File: config.mk
export PLATFORM = sky130hd
export DESIGN_NAME = uart_autobaud_and_break_wake
export DESIGN_NICKNAME = d
export VERILOG_FILES = /design/src/pkg/autobaud_pkg.sv /design/src/uart_autobaud_and_break_wake.sv /design/src/sync_edge.sv /design/src/cal_prescaler.sv
export SDC_FILE = /design/constraint.sdc
export NUM_CORES = 1
export LEC_CHECK = 0
export ABC_AREA = 1
export BUFFER_PORTS_ARGS = -buffer_cell sky130_fd_sc_hd__buf_4
export CORE_ASPECT_RATIO = 1.2
export CORE_UTILIZATION = 45
export CTS_CLUSTER_DIAMETER = 50
export DETAILED_ROUTE_END_ITERATION = 8
export GPL_TIMING_DRIVEN = 0
export PLACE_DENSITY = 0.69
export SLEW_MARGIN = 0
export SYNTH_ARGS = -nofsm -noshare
export SYNTH_HDL_FRONTEND = slang
export SYNTH_SLANG_ARGS = --single-unit
File: constraint.sdc
create_clock -name aclk -period 4.35 [get_ports aclk]
set_input_delay 0.435 -clock aclk [delete_from_list [all_inputs] [get_ports aclk]]
set_output_delay 0.435 -clock aclk [all_outputs]
set_load 0.02 [all_outputs]
File: src/pkg/autobaud_pkg.sv
package autobaud_pkg;

    // register byte addresses
    localparam logic [7:0] ctrl_addr        = 8'h00;
    localparam logic [7:0] divisor_addr     = 8'h04;
    localparam logic [7:0] rx_data_addr     = 8'h08;
    localparam logic [7:0] status_addr      = 8'h0C;

    // control register fields
    localparam int ctrl_autobaud_enable_bit   = 0;
    localparam int ctrl_wake_enable_bit       = 1;
    localparam int ctrl_wide_divisor_bit      = 2;
    localparam int ctrl_high_speed_bit        = 3;
    localparam int ctrl_sync_mode_bit         = 4;
    localparam int ctrl_overflow_bit          = 7;

    // status register fields
    localparam int status_irq_bit             = 0;
    localparam int status_idle_bit            = 1;
    localparam int status_overflow_bit        = 2;

    // divider reload values (oscillator / n, minus one)
    localparam logic [8:0] div_512            = 9'h1FF;
    localparam logic [8:0] div_128            = 9'h07F;
    localparam logic [8:0] div_32             = 9'h01F;

    localparam logic [15:0] counter_start     = 16'h0001;
    localparam logic [2:0]  rising_edges_end  = 3'h5;

    localparam logic [1:0] resp_okay          = 2'b00;
    localparam logic [1:0] resp_slverr        = 2'b10;

    typedef enum logic [1:0] {
        cal_idle,
        cal_wait_start,
        cal_count
    } cal_state_t;

endpackage : autobaud_pkg

File: src/uart_autobaud_and_break_wake.sv
// The placing of the registers and register access over AXI4-Lite are this design's own decisions.
`timescale 1ns/1ps
// Contract
// - setting autobaud enable starts calibration; receiver held idle meanwhile
// - counter starts counting at first rising edge after start bit
// - at fifth rising edge: keep count, clear enable, set receive flag
// - high and low divisor bytes form one 16-bit counter while calibrating
// - counter clock: 00 osc/512, 01 and 10 osc/128, 11 osc/32
// - counter advances at one eighth of the baud base clock
// - counter starts at one; software subtracts one afterwards
// - reading receive data clears receive flag; value discarded
// - high byte holds count above low byte; 00h means no overflow
// - overflow flag set on wrap; counting continues until fifth edge
// - software clears overflow, but only once enable is cleared
// - with wake and autobaud, calibrate the character after the break
// - wake enable disables reception and watches for falling edge
// - wake on break works only in asynchronous mode
// - wake event sets receive flag at once
// - reading receive data clears pending wake interrupt
// - wake enable clears itself on rising edge ending the break
// - non-zero character: low time to first rise is the wake event
module uart_autobaud_and_break_wake
    import autobaud_pkg::*;
(
    // clock and reset
    input  wire logic        aclk,
    input  wire logic        aresetn,
    // axi4-lite write address
    input  wire logic [7:0]  s_axi_awaddr,
    input  wire logic        s_axi_awvalid,
    output logic             s_axi_awready,
    // axi4-lite write data
    input  wire logic [31:0] s_axi_wdata,
    input  wire logic [3:0]  s_axi_wstrb,
    input  wire logic        s_axi_wvalid,
    output logic             s_axi_wready,
    // axi4-lite write response
    output logic [1:0]       s_axi_bresp,
    output logic             s_axi_bvalid,
    input  wire logic        s_axi_bready,
    // axi4-lite read address
    input  wire logic [7:0]  s_axi_araddr,
    input  wire logic        s_axi_arvalid,
    output logic             s_axi_arready,
    // axi4-lite read data
    output logic [31:0]      s_axi_rdata,
    output logic [1:0]       s_axi_rresp,
    output logic             s_axi_rvalid,
    input  wire logic        s_axi_rready,
    // serial line and receiver handshake
    input  wire logic        serial_receive_line,
    input  wire logic [7:0]  rx_char,
    input  wire logic        receiver_busy,
    output logic             receiver_hold_idle,
    output logic             receive_irq_flag
);
    ////////////////////////////////////////////////////////////////////////////
    // state
    logic        autobaud_enable;
    logic        wake_on_break_enable;
    logic        wide_divisor_select;
    logic        high_speed_select;
    logic        sync_mode;
    logic        autobaud_overflow_flag;
    logic [15:0] baud_divisor;
    logic [2:0]  rise_count;
    logic        wake_seen;
    cal_state_t  cal_state;

    logic        line_rise;
    logic        line_fall;
    logic        cal_tick;

    logic        aw_held;
    logic        w_held;
    logic [7:0]  aw_addr;
    logic [31:0] w_data;
    logic [3:0]  w_strb;

    ////////////////////////////////////////////////////////////////////////////
    // line synchroniser and calibration tick
    sync_edge line_sync (
        .aclk     (aclk),
        .aresetn  (aresetn),
        .async_in (serial_receive_line),
        .level    (),
        .rise     (line_rise),
        .fall     (line_fall)
    );

    cal_prescaler prescaler (
        .aclk                (aclk),
        .aresetn             (aresetn),
        .run                 (cal_state == cal_count),
        .wide_divisor_select (wide_divisor_select),
        .high_speed_select   (high_speed_select),
        .tick                (cal_tick)
    );

    ////////////////////////////////////////////////////////////////////////////
    // bus decode
    // one address map for both channels
    function automatic logic reg_mapped(input logic [7:0] a);
        return (a == ctrl_addr) || (a == divisor_addr) ||
               (a == rx_data_addr) || (a == status_addr);
    endfunction : reg_mapped

    wire        wr_fire   = aw_held && w_held && !s_axi_bvalid;
    wire        wr_ctrl   = wr_fire && (aw_addr == ctrl_addr) && w_strb[0];
    wire        wr_div    = wr_fire && (aw_addr == divisor_addr);
    wire        wr_known  = reg_mapped(aw_addr);
    wire        rd_fire   = s_axi_arvalid && s_axi_arready;
    wire        rd_rxdata = rd_fire && (s_axi_araddr == rx_data_addr);
    wire        wake_mode = wake_on_break_enable && !sync_mode;
    wire        calibrating = (cal_state != cal_idle);

    // wake event: falling edge while armed and not yet seen
    wire        wake_event = wake_mode && !wake_seen && line_fall;
    // rising edge that ends the break
    wire        wake_done  = wake_mode && wake_seen && line_rise;
    // calibration waits out any pending break first
    wire        cal_armed  = autobaud_enable && !wake_on_break_enable;
    wire        fifth_rise = (cal_state == cal_count) && line_rise &&
                             (rise_count == rising_edges_end - 3'h1);
    // a tick landing on the fifth edge is not a pass beyond the maximum
    wire        wrap       = (cal_state == cal_count) && cal_tick && !fifth_rise &&
                             (baud_divisor == 16'hFFFF);

    ////////////////////////////////////////////////////////////////////////////
    // control register
    wire        next_enable_clear = fifth_rise;
    wire        sw_overflow_clear = wr_ctrl && !w_data[ctrl_overflow_bit] &&
                                    !w_data[ctrl_autobaud_enable_bit] && !autobaud_enable;

    always_ff @(posedge aclk) begin
        if (!aresetn) begin
            autobaud_enable      <= 1'b0;
            wake_on_break_enable <= 1'b0;
            wide_divisor_select  <= 1'b0;
            high_speed_select    <= 1'b0;
            sync_mode            <= 1'b0;
        end else begin
            if (wr_ctrl) begin
                autobaud_enable      <= w_data[ctrl_autobaud_enable_bit];
                wake_on_break_enable <= w_data[ctrl_wake_enable_bit];
                wide_divisor_select  <= w_data[ctrl_wide_divisor_bit];
                high_speed_select    <= w_data[ctrl_high_speed_bit];
                sync_mode            <= w_data[ctrl_sync_mode_bit];
            end
            // hardware clears win over a simultaneous write
            if (next_enable_clear) begin
                autobaud_enable <= 1'b0;
            end
            if (wake_done) begin
                wake_on_break_enable <= 1'b0;
            end
        end
    end

    // overflow: set wins over clear
    always_ff @(posedge aclk) begin
        if (!aresetn) begin
            autobaud_overflow_flag <= 1'b0;
        end else if (wrap) begin
            autobaud_overflow_flag <= 1'b1;
        end else if (sw_overflow_clear) begin
            autobaud_overflow_flag <= 1'b0;
        end
    end

    always_ff @(posedge aclk) begin
        if (!aresetn) begin
            wake_seen <= 1'b0;
        end else if (!wake_mode || wake_done) begin
            wake_seen <= 1'b0;
        end else if (wake_event) begin
            wake_seen <= 1'b1;
        end
    end

    ////////////////////////////////////////////////////////////////////////////
    // calibration sequence
    always_ff @(posedge aclk) begin
        if (!aresetn) begin
            cal_state  <= cal_idle;
            rise_count <= 3'h0;
        end else if (!cal_armed) begin
            cal_state  <= cal_idle;
            rise_count <= 3'h0;
        end else begin
            unique case (cal_state)
                cal_idle: begin
                    cal_state <= cal_wait_start;
                end
                cal_wait_start: begin
                    if (line_rise) begin
                        cal_state  <= cal_count;
                        rise_count <= 3'h1;
                    end
                end
                cal_count: begin
                    if (fifth_rise) begin
                        cal_state  <= cal_idle;
                        rise_count <= 3'h0;
                    end else if (line_rise) begin
                        rise_count <= rise_count + 3'h1;
                    end
                end
            endcase
        end
    end

    // one 16-bit counter; high byte carries any low-byte overflow
    always_ff @(posedge aclk) begin
        if (!aresetn) begin
            baud_divisor <= 16'h0000;
        end else if (cal_armed && cal_state == cal_wait_start && line_rise) begin
            baud_divisor <= counter_start;
        end else if (cal_state == cal_count && cal_tick && !fifth_rise) begin
            baud_divisor <= baud_divisor + 16'h0001;
        end else if (wr_div && !calibrating) begin
            if (w_strb[0]) begin
                baud_divisor[7:0] <= w_data[7:0];
            end
            if (w_strb[1]) begin
                baud_divisor[15:8] <= w_data[15:8];
            end
        end
    end

    ////////////////////////////////////////////////////////////////////////////
    // receive flag: events win over the clearing read
    wire irq_set = fifth_rise || wake_event;

    always_ff @(posedge aclk) begin
        if (!aresetn) begin
            receive_irq_flag <= 1'b0;
        end else if (irq_set) begin
            receive_irq_flag <= 1'b1;
        end else if (rd_rxdata) begin
            receive_irq_flag <= 1'b0;
        end
    end

    // receiver held idle while calibrating or armed for wake
    always_ff @(posedge aclk) begin
        if (!aresetn) begin
            receiver_hold_idle <= 1'b0;
        end else begin
            receiver_hold_idle <= autobaud_enable || wake_mode;
        end
    end

    ////////////////////////////////////////////////////////////////////////////
    // axi4-lite write path
    always_ff @(posedge aclk) begin
        if (!aresetn) begin
            aw_held      <= 1'b0;
            w_held       <= 1'b0;
            aw_addr      <= 8'h00;
            w_data       <= 32'h0000_0000;
            w_strb       <= 4'h0;
            s_axi_bvalid <= 1'b0;
            s_axi_bresp  <= resp_okay;
        end else begin
            if (s_axi_awvalid && s_axi_awready) begin
                aw_held <= 1'b1;
                aw_addr <= {s_axi_awaddr[7:2], 2'b00};
            end
            if (s_axi_wvalid && s_axi_wready) begin
                w_held <= 1'b1;
                w_data <= s_axi_wdata;
                w_strb <= s_axi_wstrb;
            end
            if (wr_fire) begin
                aw_held      <= 1'b0;
                w_held       <= 1'b0;
                s_axi_bvalid <= 1'b1;
                s_axi_bresp  <= wr_known ? resp_okay : resp_slverr;
            end else if (s_axi_bvalid && s_axi_bready) begin
                s_axi_bvalid <= 1'b0;
            end
        end
    end

    // ready flops carry the decode of the next held and response state
    wire        next_aw_held = (aw_held || (s_axi_awvalid && s_axi_awready)) && !wr_fire;
    wire        next_w_held  = (w_held || (s_axi_wvalid && s_axi_wready)) && !wr_fire;
    wire        next_bvalid  = wr_fire || (s_axi_bvalid && !s_axi_bready);

    always_ff @(posedge aclk) begin
        if (!aresetn) begin
            s_axi_awready <= 1'b0;
            s_axi_wready  <= 1'b0;
        end else begin
            s_axi_awready <= !next_aw_held && !next_bvalid;
            s_axi_wready  <= !next_w_held && !next_bvalid;
        end
    end

    ////////////////////////////////////////////////////////////////////////////
    // axi4-lite read path
    wire [7:0]  rd_addr = {s_axi_araddr[7:2], 2'b00};
    wire [31:0] ctrl_word = {24'h00_0000, autobaud_overflow_flag, 2'b00, sync_mode,
                             high_speed_select, wide_divisor_select, wake_on_break_enable, autobaud_enable};
    wire [31:0] status_word = {29'h0000_0000, autobaud_overflow_flag,
                               !receiver_busy && !calibrating, receive_irq_flag};
    wire        rd_known = reg_mapped(rd_addr);
    wire [31:0] rd_word = (rd_addr == ctrl_addr)    ? ctrl_word :
                          (rd_addr == divisor_addr) ? {16'h0000, baud_divisor} :
                          (rd_addr == rx_data_addr) ? {24'h00_0000, rx_char} :
                          (rd_addr == status_addr)  ? status_word : 32'h0000_0000;

    always_ff @(posedge aclk) begin
        if (!aresetn) begin
            s_axi_arready <= 1'b0;
            s_axi_rvalid  <= 1'b0;
            s_axi_rdata   <= 32'h0000_0000;
            s_axi_rresp   <= resp_okay;
        end else begin
            s_axi_arready <= !s_axi_arready && !s_axi_rvalid && s_axi_arvalid;
            if (rd_fire) begin
                s_axi_rvalid <= 1'b1;
                s_axi_rdata  <= rd_word;
                s_axi_rresp  <= rd_known ? resp_okay : resp_slverr;
            end else if (s_axi_rvalid && s_axi_rready) begin
                s_axi_rvalid <= 1'b0;
            end
        end
    end
endmodule : uart_autobaud_and_break_wake

File: src/sync_edge.sv
`timescale 1ns/1ps
// two-flop synchroniser with rising and falling edge pulses
module sync_edge
    import autobaud_pkg::*;
(
    // clock and reset
    input  wire logic aclk,
    input  wire logic aresetn,
    // raw line and results
    input  wire logic async_in,
    output logic      level,
    output logic      rise,
    output logic      fall
);
    logic meta;
    logic stage;
    logic prev;

    always_ff @(posedge aclk) begin
        if (!aresetn) begin
            meta  <= 1'b1;
            stage <= 1'b1;
            prev  <= 1'b1;
        end else begin
            meta  <= async_in;
            stage <= meta;
            prev  <= stage;
        end
    end

    assign level = stage;
    assign rise  = !prev && stage;
    assign fall  = prev && !stage;
endmodule : sync_edge

File: src/cal_prescaler.sv
`timescale 1ns/1ps
// calibration tick divider: one pulse per selected oscillator division
module cal_prescaler
    import autobaud_pkg::*;
(
    // clock and reset
    input  wire logic aclk,
    input  wire logic aresetn,
    // control
    input  wire logic run,
    input  wire logic wide_divisor_select,
    input  wire logic high_speed_select,
    // tick out
    output logic      tick
);
    logic [8:0] count;
    wire  [1:0] sel = {wide_divisor_select, high_speed_select};
    wire  [8:0] reload;

    // base clock divided by a further eight
    assign reload = (sel == 2'b00) ? div_512 :
                    (sel == 2'b11) ? div_32  : div_128;

    always_ff @(posedge aclk) begin
        if (!aresetn || !run) begin
            count <= 9'h000;
        end else if (count >= reload) begin
            count <= 9'h000;
        end else begin
            count <= count + 9'h001;
        end
    end

    assign tick = run && (count >= reload);
endmodule : cal_prescaler

## Word-level counts from Yosys, hierarchy flattened

Index checks and enable logic that the tools add are counted.

- Add/sub/neg operators: 3
- Multiply operators: 0
- Divide/modulo/power cells: 0
- Magnitude comparators: 1
- Equality and inequality tests: 15
- Shift-type cells: 0
- Mux-type cells: 28
- Bitwise gates (word level): 1
- Reduce and logical (&&, ||, !) cells: 101

Operators with widths:

| cell | count |
|---|---|
| $mux W16 | 4 |
| $logic_and A1 B1 Y1 | 39 |
| $eq A6 B2 Y1 const B | 4 |
| $mux W8 | 3 |
| $logic_not A1 Y1 | 22 |
| $reduce_bool A2 Y1 | 9 |
| $add A16 B1 Y16 const B | 1 |
| $eq A16 B16 Y1 const B | 1 |
| $logic_not A8 Y1 | 2 |
| $logic_or A1 B1 Y1 | 13 |
| $eq A6 B1 Y1 const B | 2 |
| $mux W3 | 4 |
| $reduce_or A2 Y1 | 6 |
| $reduce_and A2 Y1 | 5 |
| $add A9 B1 Y9 const B | 1 |
| $ge A9 B9 Y1 | 1 |
| $mux W1 | 9 |
| $mux W9 | 1 |
| $eq A8 B4 Y1 const B | 1 |
| $mux W2 | 4 |
| $mux W7 | 1 |
| $pmux W2 S3 | 1 |
| $pmux W3 S2 | 1 |
| $reduce_bool A3 Y1 | 2 |
| other kinds (9) | 12 |

- Bits in registers: 109
- Bits in latches: 0
- Memory bits (writable): 0
- Memory bits (read-only): 0
- Bits of input ports: 69
- Output and inout bits: 43
- Logic and storage cells: 180
- Memories kept: 0

## Depth between registers and ports, before layout

- Depth after elaboration: 9
- Gate-level depth with buffers: 15
- Mapped depth without buffers: 14

## Hierarchy

Synthesis repeated with hierarchy kept, for this count alone.

- Cells, all modules: 637
- Area total of the unflattened synthesis: 4560.6 µm²

By module, submodules not included:

| module | instances | cells each | area each (µm²) | sequential area each (µm²) |
|---|---|---|---|---|
| uart_autobaud_and_break_wake | 1 | 562 | 3975.1 | 1581.5 |
| cal_prescaler | 1 | 63 | 491.7 | 180.2 |
| sync_edge | 1 | 12 | 93.8 | 60.1 |

## Worst setup path after synthesis

Ideal clock, no wire load.

- Path type: reg-to-reg
- From: reg wide_divisor_select
- To: reg baud_divisor[1]
- Library setup time: 0.134 ns
- Data arrival time: 1.580 ns
- Required time: 4.216 ns
- Slack: 2.636 ns
- Cell stages (with the launch flop): 12
- Buffers on the path: 1
- Period minus slack after synthesis: 1.714 ns
- Cell sequence: dfxtp_1 -> inv_1 -> nand2_1 -> ha_1 -> a21o_1 -> a21oi_4 -> nand2_4 -> buf_4 -> nand3_1 -> nand2_1 -> nor2_1 -> nor2_1

- Word-level cells in the longest chain between the ends: 9
- Elaborated cells between the ends (all ways): 12
- Those cells by class: order compare: 1; eq/ne: 1; mux: 3; reduce/logical: 7

RTL lines:

| item | RTL line | text |
|---|---|---|
| start, declared | uart_autobaud_and_break_wake.sv:61 | `logic wide_divisor_select;` |
| start signal, assigned | uart_autobaud_and_break_wake.sv:146 | `wide_divisor_select <= w_data[ctrl_wide_divisor_bit];` |
| $eq A2 B2 Y1 | cal_prescaler.sv:22 | `(sel == 2'b11) ? div_32 : div_128;` |
| $mux W7 | cal_prescaler.sv:22 |  |
| $mux W9 (*) | cal_prescaler.sv:21 | `assign reload = (sel == 2'b00) ? div_512 :` |
| $ge A9 B9 Y1 (*) | cal_prescaler.sv:34 | `assign tick = run && (count >= reload);` |
| $logic_and A1 B1 Y1 (*) | cal_prescaler.sv:34 |  |
| $logic_and A1 B1 Y1 (*) (2 in series) | uart_autobaud_and_break_wake.sv:219 | `end else if (cal_state == cal_count && cal_tick && !fifth_rise) begin` |
| $reduce_bool A2 Y1 (no line) | - |  |
| $reduce_and A2 Y1 (no line) | - |  |
| end signal, assigned | uart_autobaud_and_break_wake.sv:218 | `baud_divisor <= counter_start;` |
| end signal, assigned | uart_autobaud_and_break_wake.sv:220 | `baud_divisor <= baud_divisor + 16'h0001;` |
| end signal, assigned | uart_autobaud_and_break_wake.sv:223 | `baud_divisor[7:0] <= w_data[7:0];` |
| end, declared | uart_autobaud_and_break_wake.sv:65 | `logic [15:0] baud_divisor;` |

Every way passes the cells marked *; elsewhere a longest branch is shown, timed or not.
A chain may end at the register's enable or synchronous reset.

## Worst setup path after layout

- From: reg high_speed_select
- To: reg baud_divisor[1]

- Word-level cells in the longest chain between the ends: 9
- Elaborated cells between the ends (all ways): 12
- Those cells by class: order compare: 1; eq/ne: 1; mux: 3; reduce/logical: 7

RTL lines:

| item | RTL line | text |
|---|---|---|
| start, declared | uart_autobaud_and_break_wake.sv:62 | `logic high_speed_select;` |
| start signal, assigned | uart_autobaud_and_break_wake.sv:147 | `high_speed_select <= w_data[ctrl_high_speed_bit];` |
| $eq A2 B2 Y1 | cal_prescaler.sv:22 |  |
| $mux W7 | cal_prescaler.sv:22 |  |
| $mux W9 (*) | cal_prescaler.sv:21 |  |
| $ge A9 B9 Y1 (*) | cal_prescaler.sv:34 |  |
| $logic_and A1 B1 Y1 (*) | cal_prescaler.sv:34 |  |
| $logic_and A1 B1 Y1 (*) (2 in series) | uart_autobaud_and_break_wake.sv:219 |  |
| $reduce_bool A2 Y1 (no line) | - |  |
| $reduce_and A2 Y1 (no line) | - |  |

Marked as above.

==> impl_metrics.py <==
metrics = {
    "outcome": {
        "outcome": "completed",
    },
    "clocking": {
        "clock_sinks": 91,
        "clockBufferDepth": 2,
        "worstSkewPairLatency_ns": 0.34,
        "cts_setup_buffers": 0,
        "cts_buffers": 9,
        "htree_levels": 3,
        "cts_tree": "built",
        "cts_resized": 0,
        "clk_pin_slew_ns": 0.06,
        "root_buffer": "clkbuf_16",
        "cts_hold_buf": 0,
    },
    "logic_synthesis": {
        "ys.flop_type": "dfxtp_1",
        "synth_edf_count": 0,
        "ys_types": 44,
        "ys_warn_count": 0,
        "syn_area_per_cell_um2": 7.28,
        "syn_inst": 640,
        "yosys-top-cells-area": "dfxtp_1 39%, nand2_1 10%, nor2_1 6.6%",
        "synth_seq_cells": 91,
        "ys_async_sr_fraction_pct": 0,
        "netlist_area_mm2": 0.00466,
        "yosysSeqAreaShare_pct": 39.1,
        "yosysTopAreaCell": "dfxtp_1",
        "synth_top_area_share_pct": 39.1,
    },
    "timing": {
        "rsz0062_at_grt": "no",
        "fmax_ghz": 0.529,
        "max_slew.worst_pin.slew_ns": 0.615,
        "whs_ns": 0.287,
        "setup-tns-final_ns": 0,
        "slew_headroom_pct": 59.0,
        "post-route-period-util_pct": 43.5,
        "fin_crit_ns": 1.89,
        "slew_viol_final": 0,
        "setup_viol": 0,
        "fin_skew_ns": 0.00711,
        "worst_slack_ns": 2.46,
        "finalHoldViolCount": 0,
    },
    "final_layout": {
        "nNetsFinal": 821,
        "antenna_cells": 0,
        "stdcell_count": 871,
        "area_growth_pct": 22.1,
        "drive_above_1_share_pct": 21.2,
        "final_area_mm2": 0.00569,
    },
    "global_routing": {
        "grt_usage_pct": 22.3,
        "grt_max_degree": 14,
        "grt_pass1_vias": 4080,
        "antenna_found_initial": 0,
        "grt_pass1_wl_mm": 18.8,
        "globalRouteOverflowTotal": 0,
    },
    "drt": {
        "drc": 0,
        "wl_met3_um": 612,
        "routed.top_layer": "met4",
        "drt_iter0_markers": 242,
        "wl_per_cell_um": 12.8,
        "wl_met1_mm": 5.06,
        "drtAntennaViolNets": 0,
        "vias": 4321,
        "dr.pass1.iters": 4,
        "vias_per_cell": 4.96,
        "wl_met2_mm": 5.33,
        "routed_wl_mm": 11.2,
    },
    "setup_path": {
        "critical_path_arrival_ns": 2.10,
        "slowest_stage": "dfxtp_1",
        "worst-path-buf-inv": 2,
        "crit_fanout": 10,
        "crit_type": "flop to flop",
        "critical-path-top-delay-family": "simple AND/OR/NAND/NOR gates",
        "critPathMaxStageDelay_ns": 0.39,
        "cp-end-kind": "flop",
        "cp-start-kind": "flop",
        "worstPathCellList": "inv_1 > nand2_1 > ha_1 > a21o_1 > a21oi_4 > nand2_4 > buf_4 > nand3_1 > nand2_1 > nor2_1 > nor2_1",
        "required_ns": 4.56,
    },
    "placed_design": {
        "placed_area_mm2": 0.00543,
        "hpwl_mm": 8.75,
        "gp_congestion": 0.857,
        "placed_cells": 856,
        "io_buffers": 73,
        "dp_slack_ns": 2.47,
    },
    "die": {
        "die-area_mm2": 0.0108,
        "core_region_area_mm2": 0.0101,
        "ios": 112,
        "die_w_um": 94.9,
        "die_y_um": 114,
        "rows": 40,
        "initial_utilization_pct": 46.3,
    },
    "power": {
        "p_leak_nw": 2.46,
        "ir_drop_v": 0.000203,
        "powerDensity_mw_per_mm2": 306,
    },
    "hold_path": {
        "hold_class": "input port to flop",
    },
    "run": {
        "drv_cap": 0,
    },
}
worst reg2reg max path, stage by stage, from the launching register on:
cell and delay, ns:
dfxtp_1 0.39, inv_1 0.08, nand2_1 0.10, ha_1 0.25, a21o_1 0.22, a21oi_4 0.21
nand2_4 0.08, buf_4 0.18, nand3_1 0.08, nand2_1 0.05, nor2_1 0.09, nor2_1 0.04
kinds of logic after synthesis:
| group | synth area share, % |
|---|---|
| AND/OR/NAND/NOR | 31.2 |
| flip-flops | 39.1 |
| XOR/XNOR | 2.25 |
| other | 0.0804 |
| buffers and inverters | 10.5 |
| adder cells (fa/ha/maj) | 2.95 |
| AO/OA/AOI/OAI | 13.9 |
through the flow:
stage,util (%),power [mW]
6_report,56.6,1.74
5_1_grt,56.6,1.82
4_1_cts,56.6,1.76
3_5_place_dp,54.0,1.06
3_3_place_gp,54.0,1.06
2_1_floorplan,-,0.992
worst paths after layout:
path | from | endpoint | slack [ns] | cells past startpoint
setup / recovery | high_speed_select | baud_divisor[1] | 2.46 | 11
hold / removal | serial_receive_line | line_sync.meta | 0.29 | 2
setup reg to reg | high_speed_select | baud_divisor[1] | 2.46 | 11
hold reg to reg | line_sync.meta | line_sync.level | 0.41 | 1
routing by layer:
metal,track usage (%),vias up
met5,0,-
li1,-,2267
met3,4.80,16
met4,6.97,0
met1,28.1,1909
met2,37.7,129
placed cells by master, fill, tap and decap left out, types with 4 or more instances in the layout:
cell         n
dfxtp_1     91
conb_1      18
nor2_4       5
o21ai_0     43
nand2_1    124
nor2_2       4
buf_4       93
xor2_1       7
a21oi_1     45
ha_1        11
nor3_1       7
inv_2        6
nand4_1     20
nand2_2      8
clkbuf_16    9
a31oi_1      8
nand3_1     38
nor2_1      82
xnor2_1      5
a21oi_2      7
clkbuf_1    15
inv_1       55
cell type report:
cell class	count	area [um^2]
well taps	126	158
repair buffers	73	548
flip-flops and latches	91	1820
clock buffers	12	246
clock inverters	3	15.0
multi-input cells	463	2420
plain buffers	41	255
fillers	1004	4370
inverters	62	233
registers in the layout, summed over array words and instances, names as in the netlist, 2 cells and up:
| register | cells |
|---|---|
| aw_addr | 6 |
| prescaler.count | 9 |
| s_axi_rdata | 16 |
| w_strb | 2 |
| cal_state | 2 |
| baud_divisor | 16 |
| w_data | 16 |
| rise_count | 3 |
Yosys cell counts (2+ instances only):
| cell | count |
|---|---|
| nand2_1 | 124 |
| nand3_1 | 38 |
| nor2_2 | 4 |
| nand3_2 | 2 |
| a21oi_1 | 45 |
| or2_2 | 3 |
| nand2b_1 | 2 |
| a21o_1 | 2 |
| buf_1 | 2 |
| nand4_2 | 2 |
| inv_1 | 55 |
| ha_1 | 11 |
| a21oi_4 | 2 |
| nand2_4 | 3 |
| buf_4 | 20 |
| buf_6 | 3 |
| o22ai_1 | 2 |
| nor3_1 | 7 |
| o21ai_0 | 43 |
| a21oi_2 | 7 |
| nand2_2 | 8 |
| xor2_1 | 7 |
| a31oi_1 | 8 |
| xnor2_1 | 5 |
| inv_2 | 6 |
| clkbuf_1 | 13 |
| nor4_1 | 3 |
| buf_2 | 3 |
| nand4_1 | 20 |
| dfxtp_1 | 91 |
| nor2_4 | 5 |
| nor2_1 | 82 |
power breakdown:
part	switching (mW)	internal (mW)	total, mW
registers	0.0169	0.858	0.875
clock network	0.304	0.397	0.701
logic	0.0961	0.0708	0.167
total	0.417	1.33	1.74
Note: power is estimated with default switching activity, not from simulation.
